**src/logic/gpio_status_pkg.sv**
```systemverilog
// register map, field positions and reset values of the pin status block
package gpio_status_pkg;
   // register offsets on the internal register port
   localparam logic [7:0] PIN_STATUS_GROUP_TWO_OFS  = 8'h24;
   localparam logic [7:0] STATUS_GROUP_SIX_OFS      = 8'h25;
   localparam logic [7:0] BATTERY_VOLTAGE_OFS       = 8'h26;
   localparam logic [7:0] ANALOG_IN_8_OFS           = 8'h27;
   localparam logic [7:0] REMOTE_TEMP_1_OFS         = 8'h28;
   localparam logic [7:0] REMOTE_2_OR_ANALOG_9_OFS  = 8'h29;
   // reset values
   localparam logic [7:0] PIN_STATUS_RESET          = 8'h00;
   localparam logic [7:0] STATUS_SIX_RESET          = 8'h00;
   localparam logic [7:0] READING_RESET             = 8'h00;
   localparam logic [7:0] UNMAPPED_READ             = 8'h00;
   // widths and counts
   localparam int         REG_WIDTH                 = 8;
   localparam int         PINS_PER_REG              = 8;
   localparam int         PINS_PER_CFG              = 4;
   localparam int         READING_COUNT             = 4;
   // polarity field: bit 1, 3, 5, 7 of a pin config register
   localparam int         POL_FIRST_BIT             = 1;
   localparam int         POL_BIT_STEP              = 2;
   // measurement channel indices
   localparam int         CH_BATTERY                = 0;
   localparam int         CH_ANALOG_IN_8            = 1;
   localparam int         CH_REMOTE_TEMP_1          = 2;
   localparam int         CH_REMOTE_TEMP_2          = 3;
endpackage

```
**src/logic/gpio_status_readings.sv**
```systemverilog
// pin status registers for general pins 8..15 and measurement readings
//
// Overview of operation
// - input pin sets its status bit while asserted; pin 8 at bit 0.
// - output pin: writing one asserts the pin, writing zero deasserts it.
// - pins 8 to 11 polarity from bits 1,3,5,7 of config register three.
// - pins 12 to 15 polarity from bits 1,3,5,7 of config register four.
// - status bit writable only while its pin is an output.
// - pin status register at 24h resets to 00h.
// - status register at 25h resets to 00h; same write restriction.
// - read-only 26h holds latest battery voltage reading, resets 00h.
// - read-only 27h holds latest analog input 8 reading, resets 00h.
// - read-only 28h holds latest remote diode 1 temperature, resets 00h.
// - read-only 29h holds remote diode 2 or analog 9, resets 00h.
`timescale 1ns/1ps
module gpio_status_readings
   import gpio_status_pkg::*;
#(
   parameter int PIN_COUNT = 8
) (
   input  wire logic                 I_CLOCK,
   input  wire logic                 I_SYS_RST,
   input  wire logic                 I_CLOCK_EN,
   // internal register port from the serial management interface
   input  wire logic [7:0]           I_REG_ADDR,
   input  wire logic                 I_REG_WR,
   input  wire logic                 I_REG_RD,
   input  wire logic [7:0]           I_REG_WDATA,
   output logic      [7:0]           O_REG_RDATA,
   // pin configuration, direction and group six status sources
   input  wire logic [7:0]           I_PIN_CFG3,
   input  wire logic [7:0]           I_PIN_CFG4,
   input  wire logic [PIN_COUNT-1:0] I_PIN_DIR_OUT,
   input  wire logic [7:0]           I_STAT6_SRC,
   input  wire logic [7:0]           I_STAT6_PIN_MASK,
   // measurement engine results
   input  wire logic [3:0]           I_MEAS_DONE,
   input  wire logic [7:0]           I_MEAS_DATA,
   // general pins 8..15, three signals each
   input  wire logic [PIN_COUNT-1:0] I_GENERAL_PIN,
   output logic      [PIN_COUNT-1:0] O_GENERAL_PIN,
   output logic      [PIN_COUNT-1:0] O_GENERAL_PIN_OE
);
   if (PIN_COUNT != PINS_PER_REG) begin : g_bad_count
      $error("PIN_COUNT must equal the status register width");
   end

   typedef logic [REG_WIDTH-1:0] byte_t;

   // polarity select of one pin out of its config register
   function automatic logic pol_of(input byte_t cfg, input int slot);
      pol_of = cfg[POL_FIRST_BIT + POL_BIT_STEP * slot];
   endfunction

   // register offset match
   function automatic logic hit(input byte_t addr, input byte_t ofs);
      hit = (addr == ofs);
   endfunction

   logic  [PIN_COUNT-1:0] active_high;
   logic  [PIN_COUNT-1:0] asserted;
   byte_t                 pin_status;
   byte_t                 status_six;
   byte_t                 reading [READING_COUNT];
   byte_t                 next_pin_status;
   byte_t                 next_status_six;
   byte_t                 next_reading [READING_COUNT];
   byte_t                 next_rdata;
   logic  [PIN_COUNT-1:0] next_pin;
   logic  [PIN_COUNT-1:0] next_pin_oe;
   logic                  wr_pins;
   logic                  wr_six;

   // polarity per pin and its synchronised sense cell
   for (genvar g = 0; g < PIN_COUNT; g++) begin : g_pin
      if (g < PINS_PER_CFG) begin : g_cfg3
         assign active_high[g] = pol_of(I_PIN_CFG3, g);
      end else begin : g_cfg4
         assign active_high[g] = pol_of(I_PIN_CFG4,
                                        g - PINS_PER_CFG);
      end
      pin_sense_cell u_cell (
         .i_clk         (I_CLOCK),
         .i_rst         (I_SYS_RST),
         .i_en          (I_CLOCK_EN),
         .i_pin         (I_GENERAL_PIN[g]),
         .i_active_high (active_high[g]),
         .o_asserted    (asserted[g])
      );
   end

   assign wr_pins = I_REG_WR && hit(I_REG_ADDR, PIN_STATUS_GROUP_TWO_OFS);
   assign wr_six  = I_REG_WR && hit(I_REG_ADDR, STATUS_GROUP_SIX_OFS);

   // status bits: inputs follow the pin, outputs take host writes
   always_comb begin
      next_pin_status = pin_status;
      for (int i = 0; i < PIN_COUNT; i++) begin
         if (!I_PIN_DIR_OUT[i]) begin
            next_pin_status[i] = asserted[i];
         end else if (wr_pins) begin
            next_pin_status[i] = I_REG_WDATA[i];
         end
      end
   end

   // group six: pin bits writable as outputs, others follow the source
   always_comb begin
      next_status_six = (I_STAT6_SRC & ~I_STAT6_PIN_MASK)
                      | (status_six & I_STAT6_PIN_MASK);
      if (wr_six) begin
         next_status_six = (next_status_six & ~I_STAT6_PIN_MASK)
                         | (I_REG_WDATA & I_STAT6_PIN_MASK);
      end
   end

   // pin drive follows the status bit through the polarity
   always_comb begin
      for (int i = 0; i < PIN_COUNT; i++) begin
         next_pin[i] = I_PIN_DIR_OUT[i]
                     & ~(next_pin_status[i] ^ active_high[i]);
      end
      next_pin_oe = I_PIN_DIR_OUT;
   end

   // readings load only on a completed conversion
   always_comb begin
      for (int c = 0; c < READING_COUNT; c++) begin
         next_reading[c] = I_MEAS_DONE[c] ? I_MEAS_DATA
                                          : reading[c];
      end
   end

   // read data mux, held between reads
   always_comb begin
      next_rdata = O_REG_RDATA;
      if (I_REG_RD) begin
         case (I_REG_ADDR)
            PIN_STATUS_GROUP_TWO_OFS:  next_rdata = pin_status;
            STATUS_GROUP_SIX_OFS:      next_rdata = status_six;
            BATTERY_VOLTAGE_OFS: begin
               next_rdata = reading[CH_BATTERY];
            end
            ANALOG_IN_8_OFS: begin
               next_rdata = reading[CH_ANALOG_IN_8];
            end
            REMOTE_TEMP_1_OFS: begin
               next_rdata = reading[CH_REMOTE_TEMP_1];
            end
            REMOTE_2_OR_ANALOG_9_OFS: begin
               next_rdata = reading[CH_REMOTE_TEMP_2];
            end
            default:                   next_rdata = UNMAPPED_READ;
         endcase
      end
   end

   // state registers, frozen while the clock enable is low
   always_ff @(posedge I_CLOCK or posedge I_SYS_RST) begin
      if (I_SYS_RST) begin
         pin_status       <= PIN_STATUS_RESET;
         status_six       <= STATUS_SIX_RESET;
         for (int c = 0; c < READING_COUNT; c++) begin
            reading[c] <= READING_RESET;
         end
         O_REG_RDATA      <= UNMAPPED_READ;
         O_GENERAL_PIN    <= '0;
         O_GENERAL_PIN_OE <= '0;
      end else if (I_CLOCK_EN) begin
         pin_status       <= next_pin_status;
         status_six       <= next_status_six;
         for (int c = 0; c < READING_COUNT; c++) begin
            reading[c] <= next_reading[c];
         end
         O_REG_RDATA      <= next_rdata;
         O_GENERAL_PIN    <= next_pin;
         O_GENERAL_PIN_OE <= next_pin_oe;
      end
   end
endmodule

```
**src/logic/pin_sense_cell.sv**
```systemverilog
// one general pin: two-stage synchroniser and polarity resolve
`timescale 1ns/1ps
module pin_sense_cell (
   input  wire logic i_clk,
   input  wire logic i_rst,
   input  wire logic i_en,
   input  wire logic i_pin,
   input  wire logic i_active_high,
   output logic      o_asserted
);
   logic meta;
   logic sync;
   logic next_meta;
   logic next_sync;

   // shift the raw pin level in
   always_comb begin
      next_meta = i_pin;
      next_sync = meta;
   end

   // synchroniser flops, frozen while disabled
   always_ff @(posedge i_clk or posedge i_rst) begin
      if (i_rst) begin
         meta <= 1'h0;
         sync <= 1'h0;
      end else if (i_en) begin
         meta <= next_meta;
         sync <= next_sync;
      end
   end

   // asserted level depends on the selected polarity
   assign o_asserted = i_active_high ? sync : ~sync;
endmodule

```
**config.mk**
```make
export PLATFORM = sky130hd
export DESIGN_NAME = gpio_status_readings
export DESIGN_NICKNAME = d
export VERILOG_FILES = /design/src/logic/gpio_status_pkg.sv /design/src/logic/gpio_status_readings.sv /design/src/logic/pin_sense_cell.sv
export SDC_FILE = /design/constraint.sdc
export NUM_CORES = 1
export LEC_CHECK = 0
export BUFFER_PORTS_ARGS = -buffer_cell sky130_fd_sc_hd__buf_2
export CAP_MARGIN = 20
export CORE_MARGIN = 2
export CORE_UTILIZATION = 40
export CTS_CLUSTER_SIZE = 10
export DETAILED_ROUTE_END_ITERATION = 7
export PLACE_DENSITY = 0.61
export SLEW_MARGIN = 10
export SYNTH_ARGS = -nofsm -noshare
export SYNTH_HDL_FRONTEND = slang
export SYNTH_SLANG_ARGS = --single-unit
```
**constraint.sdc**
```tcl
create_clock -name I_CLOCK -period 3.44 [get_ports I_CLOCK]
set_input_delay 0.344 -clock I_CLOCK [delete_from_list [all_inputs] [get_ports I_CLOCK]]
set_output_delay 0.344 -clock I_CLOCK [all_outputs]
set_load 0.005 [all_outputs]
```
=== Yosys cells after proc, flatten, opt, wreduce, memory -nomap -nowiden ===
Index checks and enable logic that the tools add are counted.
W data, S select, Z words.

* Register bits: 88
* Input bits: 81
* Output and inout bits: 24
* Logic and storage cells: 103

* Equal/unequal tests: 6
* Muxes and demuxes: 26
* Bitwise gates (word level): 39
* Reductions and logical operators: 7

{| class="wikitable"
|+ Operators with widths
! operator !! count
|-
| $eq A8 B6 Y1 const B || 6
|-
| $pmux W8 S6 || 1
|-
| $and A8 B8 Y8 || 4
|-
| $mux W1 || 24
|-
| $not A1 Y1 || 16
|-
| $or A8 B8 Y8 || 2
|-
| $reduce_and A2 Y1 || 5
|-
| $and A1 B1 Y1 || 8
|-
| $mux W8 || 1
|-
| $not A8 Y8 || 1
|-
| $xor A1 B1 Y1 || 8
|-
| $logic_and A1 B1 Y1 || 2
|}

=== Depth between registers and ports, before layout ===
Gate-level depths: netlist (run 1).

* Word-level depth: 7
* Mapped depth: 6
* Mapped depth without buffers: 4

=== Cells and area by module ===
A second synthesis (run 1) with hierarchy kept.

* Cell total of the unflattened synthesis: 404
* Area, all modules: 4257.8 sq um

{| class="wikitable"
|+ By module, submodules not included
! module !! times used !! cells each !! area each (sq um) !! seq. area each (sq um)
|-
| gpio_status_readings || 1 || 356 || 3577.2 || 1801.7
|-
| pin_sense_cell || 8 || 6 || 85.1 || 50.0
|}

=== Least setup slack after synthesis (run 1) ===
Ideal clock, no wire load.

* Path kind: input -> register
* Start: input I_REG_ADDR[4]
* End: register O_GENERAL_PIN[0]
* Library setup time: 0.127 ns
* Data arrival time: 1.634 ns
* Required time: 3.313 ns
* Path slack: 1.679 ns
* Stages: 6
* Buffers on the path: 2
* Cell sequence: or4b_4 -> buf_6 -> buf_12 -> nor4_4 -> a2111o_1 -> nand3_1

* Cells in the longest elaborated chain, start to end: 7

{| class="wikitable"
|+ RTL lines
! item !! RTL line !! source
|-
| from (decl) || gpio_status_readings.sv:25 || <nowiki>input wire logic [7:0] I_REG_ADDR,</nowiki>
|-
| $eq A8 B6 Y1 || gpio_status_readings.sv:57 || <nowiki>hit = (addr == ofs);</nowiki>
|-
| $logic_and A1 B1 Y1 || gpio_status_readings.sv:92 || <nowiki>assign wr_pins = I_REG_WR && hit(I_REG_ADDR, PIN_STATUS_GROUP_TWO_OFS);</nowiki>
|-
| $mux W1 || gpio_status_readings.sv:101 || <nowiki>end else if (wr_pins) begin</nowiki>
|-
| $mux W1 || gpio_status_readings.sv:99 || <nowiki>if (!I_PIN_DIR_OUT[i]) begin</nowiki>
|-
| $xor A1 B1 Y1 || gpio_status_readings.sv:121 || <nowiki>& ~(next_pin_status[i] ^ active_high[i]);</nowiki>
|-
| $not A1 Y1 || gpio_status_readings.sv:121 ||
|-
| $and A1 B1 Y1 || gpio_status_readings.sv:121 ||
|-
| to (signal assigned) || gpio_status_readings.sv:176 || <nowiki>O_GENERAL_PIN <= next_pin;</nowiki>
|-
| to (decl) || gpio_status_readings.sv:41 || <nowiki>output logic [PIN_COUNT-1:0] O_GENERAL_PIN,</nowiki>
|}

No other way between the ends.
A chain may end at the register's enable or synchronous reset.

=== Worst setup path in the final report (run 1) ===
* Start: input I_REG_ADDR[4]
* End: register pin_status[4]

* Cells in the longest elaborated chain, start to end: 4

{| class="wikitable"
|+ RTL lines
! item !! RTL line !! source
|-
| $eq A8 B6 Y1 || gpio_status_readings.sv:57 ||
|-
| $logic_and A1 B1 Y1 || gpio_status_readings.sv:92 ||
|-
| $mux W1 || gpio_status_readings.sv:101 ||
|-
| $mux W1 || gpio_status_readings.sv:99 ||
|-
| to (signal assigned) || gpio_status_readings.sv:170 || <nowiki>pin_status <= next_pin_status;</nowiki>
|-
| to (decl) || gpio_status_readings.sv:62 || <nowiki>byte_t pin_status;</nowiki>
|}

No other way between the ends.

==> flow_metrics.tcl, run 1 <==
set metrics [dict create \
    status "finished, final reports clean" \
    fmax_ghz 0.5325 \
    worst_pin_slew_ns 0.8020 \
    regToRegSetupSlack_ns 2.12 \
    numPlacedInstances 623 \
    ys_warn_count 0 \
    finalHoldViolCount 0 \
    viasPerCell 5.534 \
    endpoint_kind "register" \
    vdd_drop_max_uv 201.8 \
    ys_seq_area_frac 0.4908 \
    ios 105 \
    routabilityCongestion 0.7820 \
    cts_tree "yes" \
    area_growth_syn_to_layout_pct 17.40 \
    drt-initial-drc-count 163 \
    netlist_area_um2 4487 \
    grt_overflow 0 \
    avgSynthCellArea_um2 11.08 \
    netlist_instances 405 \
    tns_ns 0 \
    r2r-start "pin_status[2]" \
    fin_skew_ns 0.006557 \
    ys_types 46 \
    drv_cap 0 \
    stdcell_count 640 \
    grt_pass1_wl_um 17770 \
    dp_hpwl_um 8235 \
    intPower_mw 1.745 \
    cts_max_path_buffers 2 \
    cts_root_buf "clkbuf_8" \
    p_clk_frac 0.298 \
    cp_data_required_time_ns 3.70 \
    grt_pass1_vias 3535 \
    p_seq_frac 0.527 \
    hold_path_depth 2 \
    swShare 0.2739 \
    n_antenna_cell 0 \
    die_height_um 109.9 \
    clkSinkCount 88 \
    fin_nets 576 \
    drive_gt1_frac 0.3580 \
    clkTransAtPathRegs_ns 0.09 \
    rows 38 \
    start_util 0.4121 \
    htree_levels 3 \
    fin_crit_ns 1.878 \
    grt_max_degree 41 \
    leakagePower_nw 2.397 \
    drc_errors 0 \
    finalSetupViolations 0 \
    mostFrequentLayoutCell "buf_2" \
    postRouteAntennaNets 0 \
    drv_slew 0 \
    pwr-share-comb 0.174 \
    hold_class "in -> reg" \
    crit_type "in -> reg" \
    wl_per_cell_um 17.60 \
    route.vias.total 3542 \
    min_from "I_GENERAL_PIN[4]" \
    antenna_found_initial 0 \
    worst_slew_margin_rel 0.4648 \
    cp-start-kind "primary input" \
    crit_fanout 16 \
    dr.pass1.iters 4 \
    cp-startpoint "I_REG_ADDR[4]" \
    p_sw_uw 658.5 \
    fin_util 0.4838 \
    powerDensity_nw_per_um2 456.4 \
    numCtsBuffers 9 \
    drt_wl_total_um 11270 \
    die-area_um2 12080 \
    grtUsageTotal 0.1956 \
    post-route-period-util 0.5459 \
    r2r_cells 3 \
    clk_latency_ns 0.35 \
    synth_fp_nets 486 \
    final_cell_mix "96 x buf_2, 88 x dfrtp_1, 49 x mux2_2, 33 x a21oi_1, 32 x nand2_1" \
    synth_async_sr_flop_share 1.000 \
    cts_resized 0 \
    ys.flop_type "dfrtp_1" \
    holdPathEnd "g_pin[4].u_cell.meta" \
    reg2reg_to "O_REG_RDATA[2]" \
    synth_seq_cells 88 \
    critPathArrivalTime_ns 2.14 \
    synth-edff-count 0 \
    port_buffers 96 \
    core_area_um2 10890 \
    rsz0062_at_grt "false" \
    die_x_um 109.9 \
]
power by group through the flow:
| stage | Sequential, mW | Clock [mW] | Combinational (mW) |
|---|---|---|---|
| detailed placement | 1.29 | 0 | 0.422 |
| CTS | 1.27 | 0.741 | 0.424 |
| global placement | 1.28 | 0 | 0.409 |
| finish | 1.27 | 0.717 | 0.419 |
| floorplan | 1.26 | 0 | 0.278 |
| global route | 1.29 | 0.788 | 0.466 |
Yosys cell counts (5+ instances only):
cell type	number	area share
nor2_1	9	0.0075
a22oi_1	11	0.018
nor4_1	5	0.0070
xor2_1	8	0.016
nand3_1	21	0.023
nand2_1	32	0.027
and3_1	8	0.011
nand3b_1	7	0.012
a22o_1	7	0.014
dfrtp_1	88	0.49
mux2_2	49	0.12
o21ai_0	18	0.020
inv_1	22	0.018
a2111o_1	7	0.018
clkbuf_1	14	0.012
a21oi_1	33	0.037
o2bb2ai_1	6	0.012
o22ai_1	10	0.014
logic make-up (layout without fill, tap and decap cells):
kind of cell           count (synthesis)  count (layout)  synth area share
multiplexers                          56              56            0.1498
flip-flops                            88              88            0.4908
buffers and inverters                 44             139           0.04378
XOR/XNOR                               8               8           0.01562
AO/OA/AOI/OAI                        105             105            0.1559
AND/OR/NAND/NOR                      104             104            0.1442
worst max-delay path: stages:
cell and delay [ns]:
buf_2 0.12, or4b_4 0.72, nor4_1 0.66, a21oi_1 0.15, o22ai_1 0.14
flip-flops by register name (all words and copies together), names as in the netlist:
signal             cells
pin_status             8
g_pin.u_cell.sync      8
O_GENERAL_PIN_OE       8
g_pin.u_cell.meta      8
O_REG_RDATA            8
reading               32
status_six             8
O_GENERAL_PIN          8
how the worst max path moves through the flow:
stage	to	slack [ns]	cells after the start
detailed placement	pin_status[4]	1.21	5
global route	pin_status[4]	1.47	5
finish	pin_status[4]	1.56	5
CTS	pin_status[4]	1.58	5
floorplan	O_GENERAL_PIN[0]	0.82	1
global placement	pin_status[2]	1.29	5
metal layers:
layer  vias up  track usage  wire, um
li1       1681            -         -
met1      1759       0.2606      5016
met2        95       0.3238      5548
met3         7      0.03912       621
met4         0      0.05425        79
met5         -            0         0
layout make-up:
type                            instances  area (um2)
Timing Repair Buffer                  101       520.5
Clock buffer                           11       141.4
Multi-Input combinational cell        273        2088
Clock inverter                          5       56.30
Sequential cell                        88        2202
Fill cell                            1048        5620
Tap cell                              140       175.2
Inverter                               22       83.83
repair_timing:
| action | 4_1_cts | 5_1_grt |
|---|---|---|
| setup buffers | 0 | 0 |
| hold endpoints to repair | 26 | 0 |
| hold buffers | 1 | 0 |
metrics by stage:
step,instance area (um2),hold WS [ns],power (mW),setup slack [ns]
6_report,5268,0.2137,2.404,1.562
2_1_floorplan,4487,0.4674,1.538,0.8174
3_5_place_dp,5060,0.3874,1.712,1.206
3_3_place_gp,5060,0.3803,1.692,1.289
5_1_grt,5268,0.2011,2.540,1.471
4_1_cts,5268,0.1950,2.435,1.581
(Power assumes the default switching activity.)
==> run 2, diff against run 1 <==
PLACE_DENSITY = 0.64   (was 0.61)
clock period = 1.57 ns   (was 3.44 ns; I/O delays follow)
==> flow_metrics.tcl, run 2 (synthesized netlist as in run 1, its figures left out) <==
set metrics [dict create \
    status "finished, final reports clean" \
    regMostFlops "reading" \
    stdcell_count 671 \
    worst_slew_margin_rel 0.6766 \
    cp_top_family "simple AND/OR/NAND/NOR gates" \
    finalSetupViolations 0 \
    cts_tree "yes" \
    start_util 0.4121 \
    final_cell_mix "96 x buf_2, 88 x dfrtp_1, 49 x mux2_2, 33 x a21oi_1, 32 x nand2_1" \
    drt-initial-drc-count 208 \
    grt_max_degree 46 \
    postRouteAntennaNets 0 \
    dr.pass1.iters 5 \
    powerDensity_nw_per_um2 986.1 \
    crit_type "in -> reg" \
    hold_class "in -> reg" \
    clkSinkCount 88 \
    leakagePower_nw 2.570 \
    r2r_cells 3 \
    fmax_ghz 0.6890 \
    die_height_um 109.9 \
    htree_levels 3 \
    drc_errors 0 \
    crit_fanout 13 \
    post-route-period-util 0.9245 \
    ios 105 \
    drv_slew 0 \
    cp_data_required_time_ns 1.86 \
    hold_path_depth 2 \
    fin_nets 606 \
    cts_max_path_buffers 2 \
    cts_setup_buffers 0 \
    core_area_um2 10890 \
    place_area_um2 5350 \
    cpMaxStageDelayCell "or4b_4" \
    die_x_um 109.9 \
    die-area_um2 12080 \
    worst_pin_slew_ns 0.4841 \
    mostFrequentLayoutCell "buf_2" \
    port_buffers 96 \
    critical_path_depth 6 \
    area_growth_syn_to_layout_pct 24.29 \
    drive_gt1_frac 0.3906 \
    fin_crit_ns 1.451 \
    wl_per_cell_um 17.14 \
    cp-start-kind "primary input" \
    endpoint_kind "register" \
    dp_hpwl_um 8802 \
    finalHoldViolCount 0 \
    grtUsageTotal 0.2063 \
    numPlacedInstances 653 \
    crit_buf_inv 2 \
    crit_chain "buf_2 > or4b_4 > buf_4 > nor4_4 > a21oi_1 > o22ai_1" \
    critPathArrivalTime_ns 1.74 \
    vdd_drop_max_uv 386.3 \
    grt_overflow 0 \
    viasPerCell 5.465 \
    largest_register_ffs 32 \
    rsz0062_at_grt "false" \
    clkTransAtPathRegs_ns 0.09 \
    clk_latency_ns 0.37 \
    grt_pass1_vias 3627 \
    antenna_found_initial 1 \
    slowest_delay_ns 0.68 \
    drv_cap 0 \
    final_cell_area_um2 5577 \
    grt_pass1_wl_um 18500 \
    drt_wl_total_um 11500 \
    cts_root_buf "clkbuf_8" \
    route.vias.total 3667 \
    routabilityCongestion 0.8370 \
    fin_skew_ns 0.007376 \
    numCtsBuffers 9 \
    rows 38 \
]
run 2: cell types whose count changed in the layout (fill, tap and decap cells not counted):
cell       previous run  this run
buf_12                0         5
clkbuf_1              1         3
clkinv_4              1         0
bufinv_16             1         2
diode_2               0         1
buf_4                 4        29
clkinv_2              3         1
run 2: worst paths after layout:
check / startpoint / to / slack (ns)
worst max register to register: pin_status[4] / O_REG_RDATA[4] / 0.26
max in group asynchronous: I_SYS_RST / O_REG_RDATA[1] / 0.63
worst min register to register: O_REG_RDATA[6] / O_REG_RDATA[6] / 0.48
min in group asynchronous: I_SYS_RST / g_pin[5].u_cell.sync / 0.36
worst max-delay path: I_REG_ADDR[4] / pin_status[7] / 0.12
worst min-delay path: I_GENERAL_PIN[5] / g_pin[5].u_cell.meta / 0.01
run 2: metal layers:
metal	vias to the layer above	GRT usage	routed length, um
li1	1736	-	-
met2	97	0.3304	5634
met4	0	0.09313	261
met1	1816	0.2737	4993
met3	18	0.03497	608
met5	-	0	0
run 2: area by class of cell:
| class | count | area, um2 |
|---|---|---|
| Clock inverter | 3 | 65.06 |
| Timing Repair Buffer | 131 | 808.3 |
| Inverter | 22 | 86.33 |
| Tap cell | 140 | 175.2 |
| Fill cell | 983 | 5311 |
| Antenna cell | 1 | 2.502 |
| Sequential cell | 88 | 2202 |
| Clock buffer | 13 | 148.9 |
| Multi-Input combinational cell | 273 | 2088 |
run 2: where the power goes:
group	switching (mW)	leakage, nW	internal (mW)	total (mW)
Combinational	0.456	1.40	0.519	0.975
Clock	0.795	0.108	0.940	1.74
Sequential	0.214	1.06	2.57	2.79
Total	1.47	2.57	4.03	5.50
run 2: what timing repair did:
item,in CTS,in global routing
gates resized for setup,0,0
hold buffers,1,0
hold endpoints to repair,17,0
run 2: metrics by stage:
step | TNS [ns] | hold slack [ns] | worst slack (ns) | utilization | power, mW
final | 0 | 0.01229 | 0.1185 | 0.5122 | 5.499
after global routing | 0 | 0.01772 | 0.01264 | 0.5122 | 5.765
after detailed placement | -5.021 | 0.2085 | -0.2679 | 0.4914 | 3.817
after global placement | -3.971 | 0.2013 | -0.2476 | 0.4914 | 3.770
after CTS | 0 | 0.007690 | 0.1175 | 0.5120 | 5.538
after floorplan | 0 | 0.2959 | 0.01715 | - | 3.371
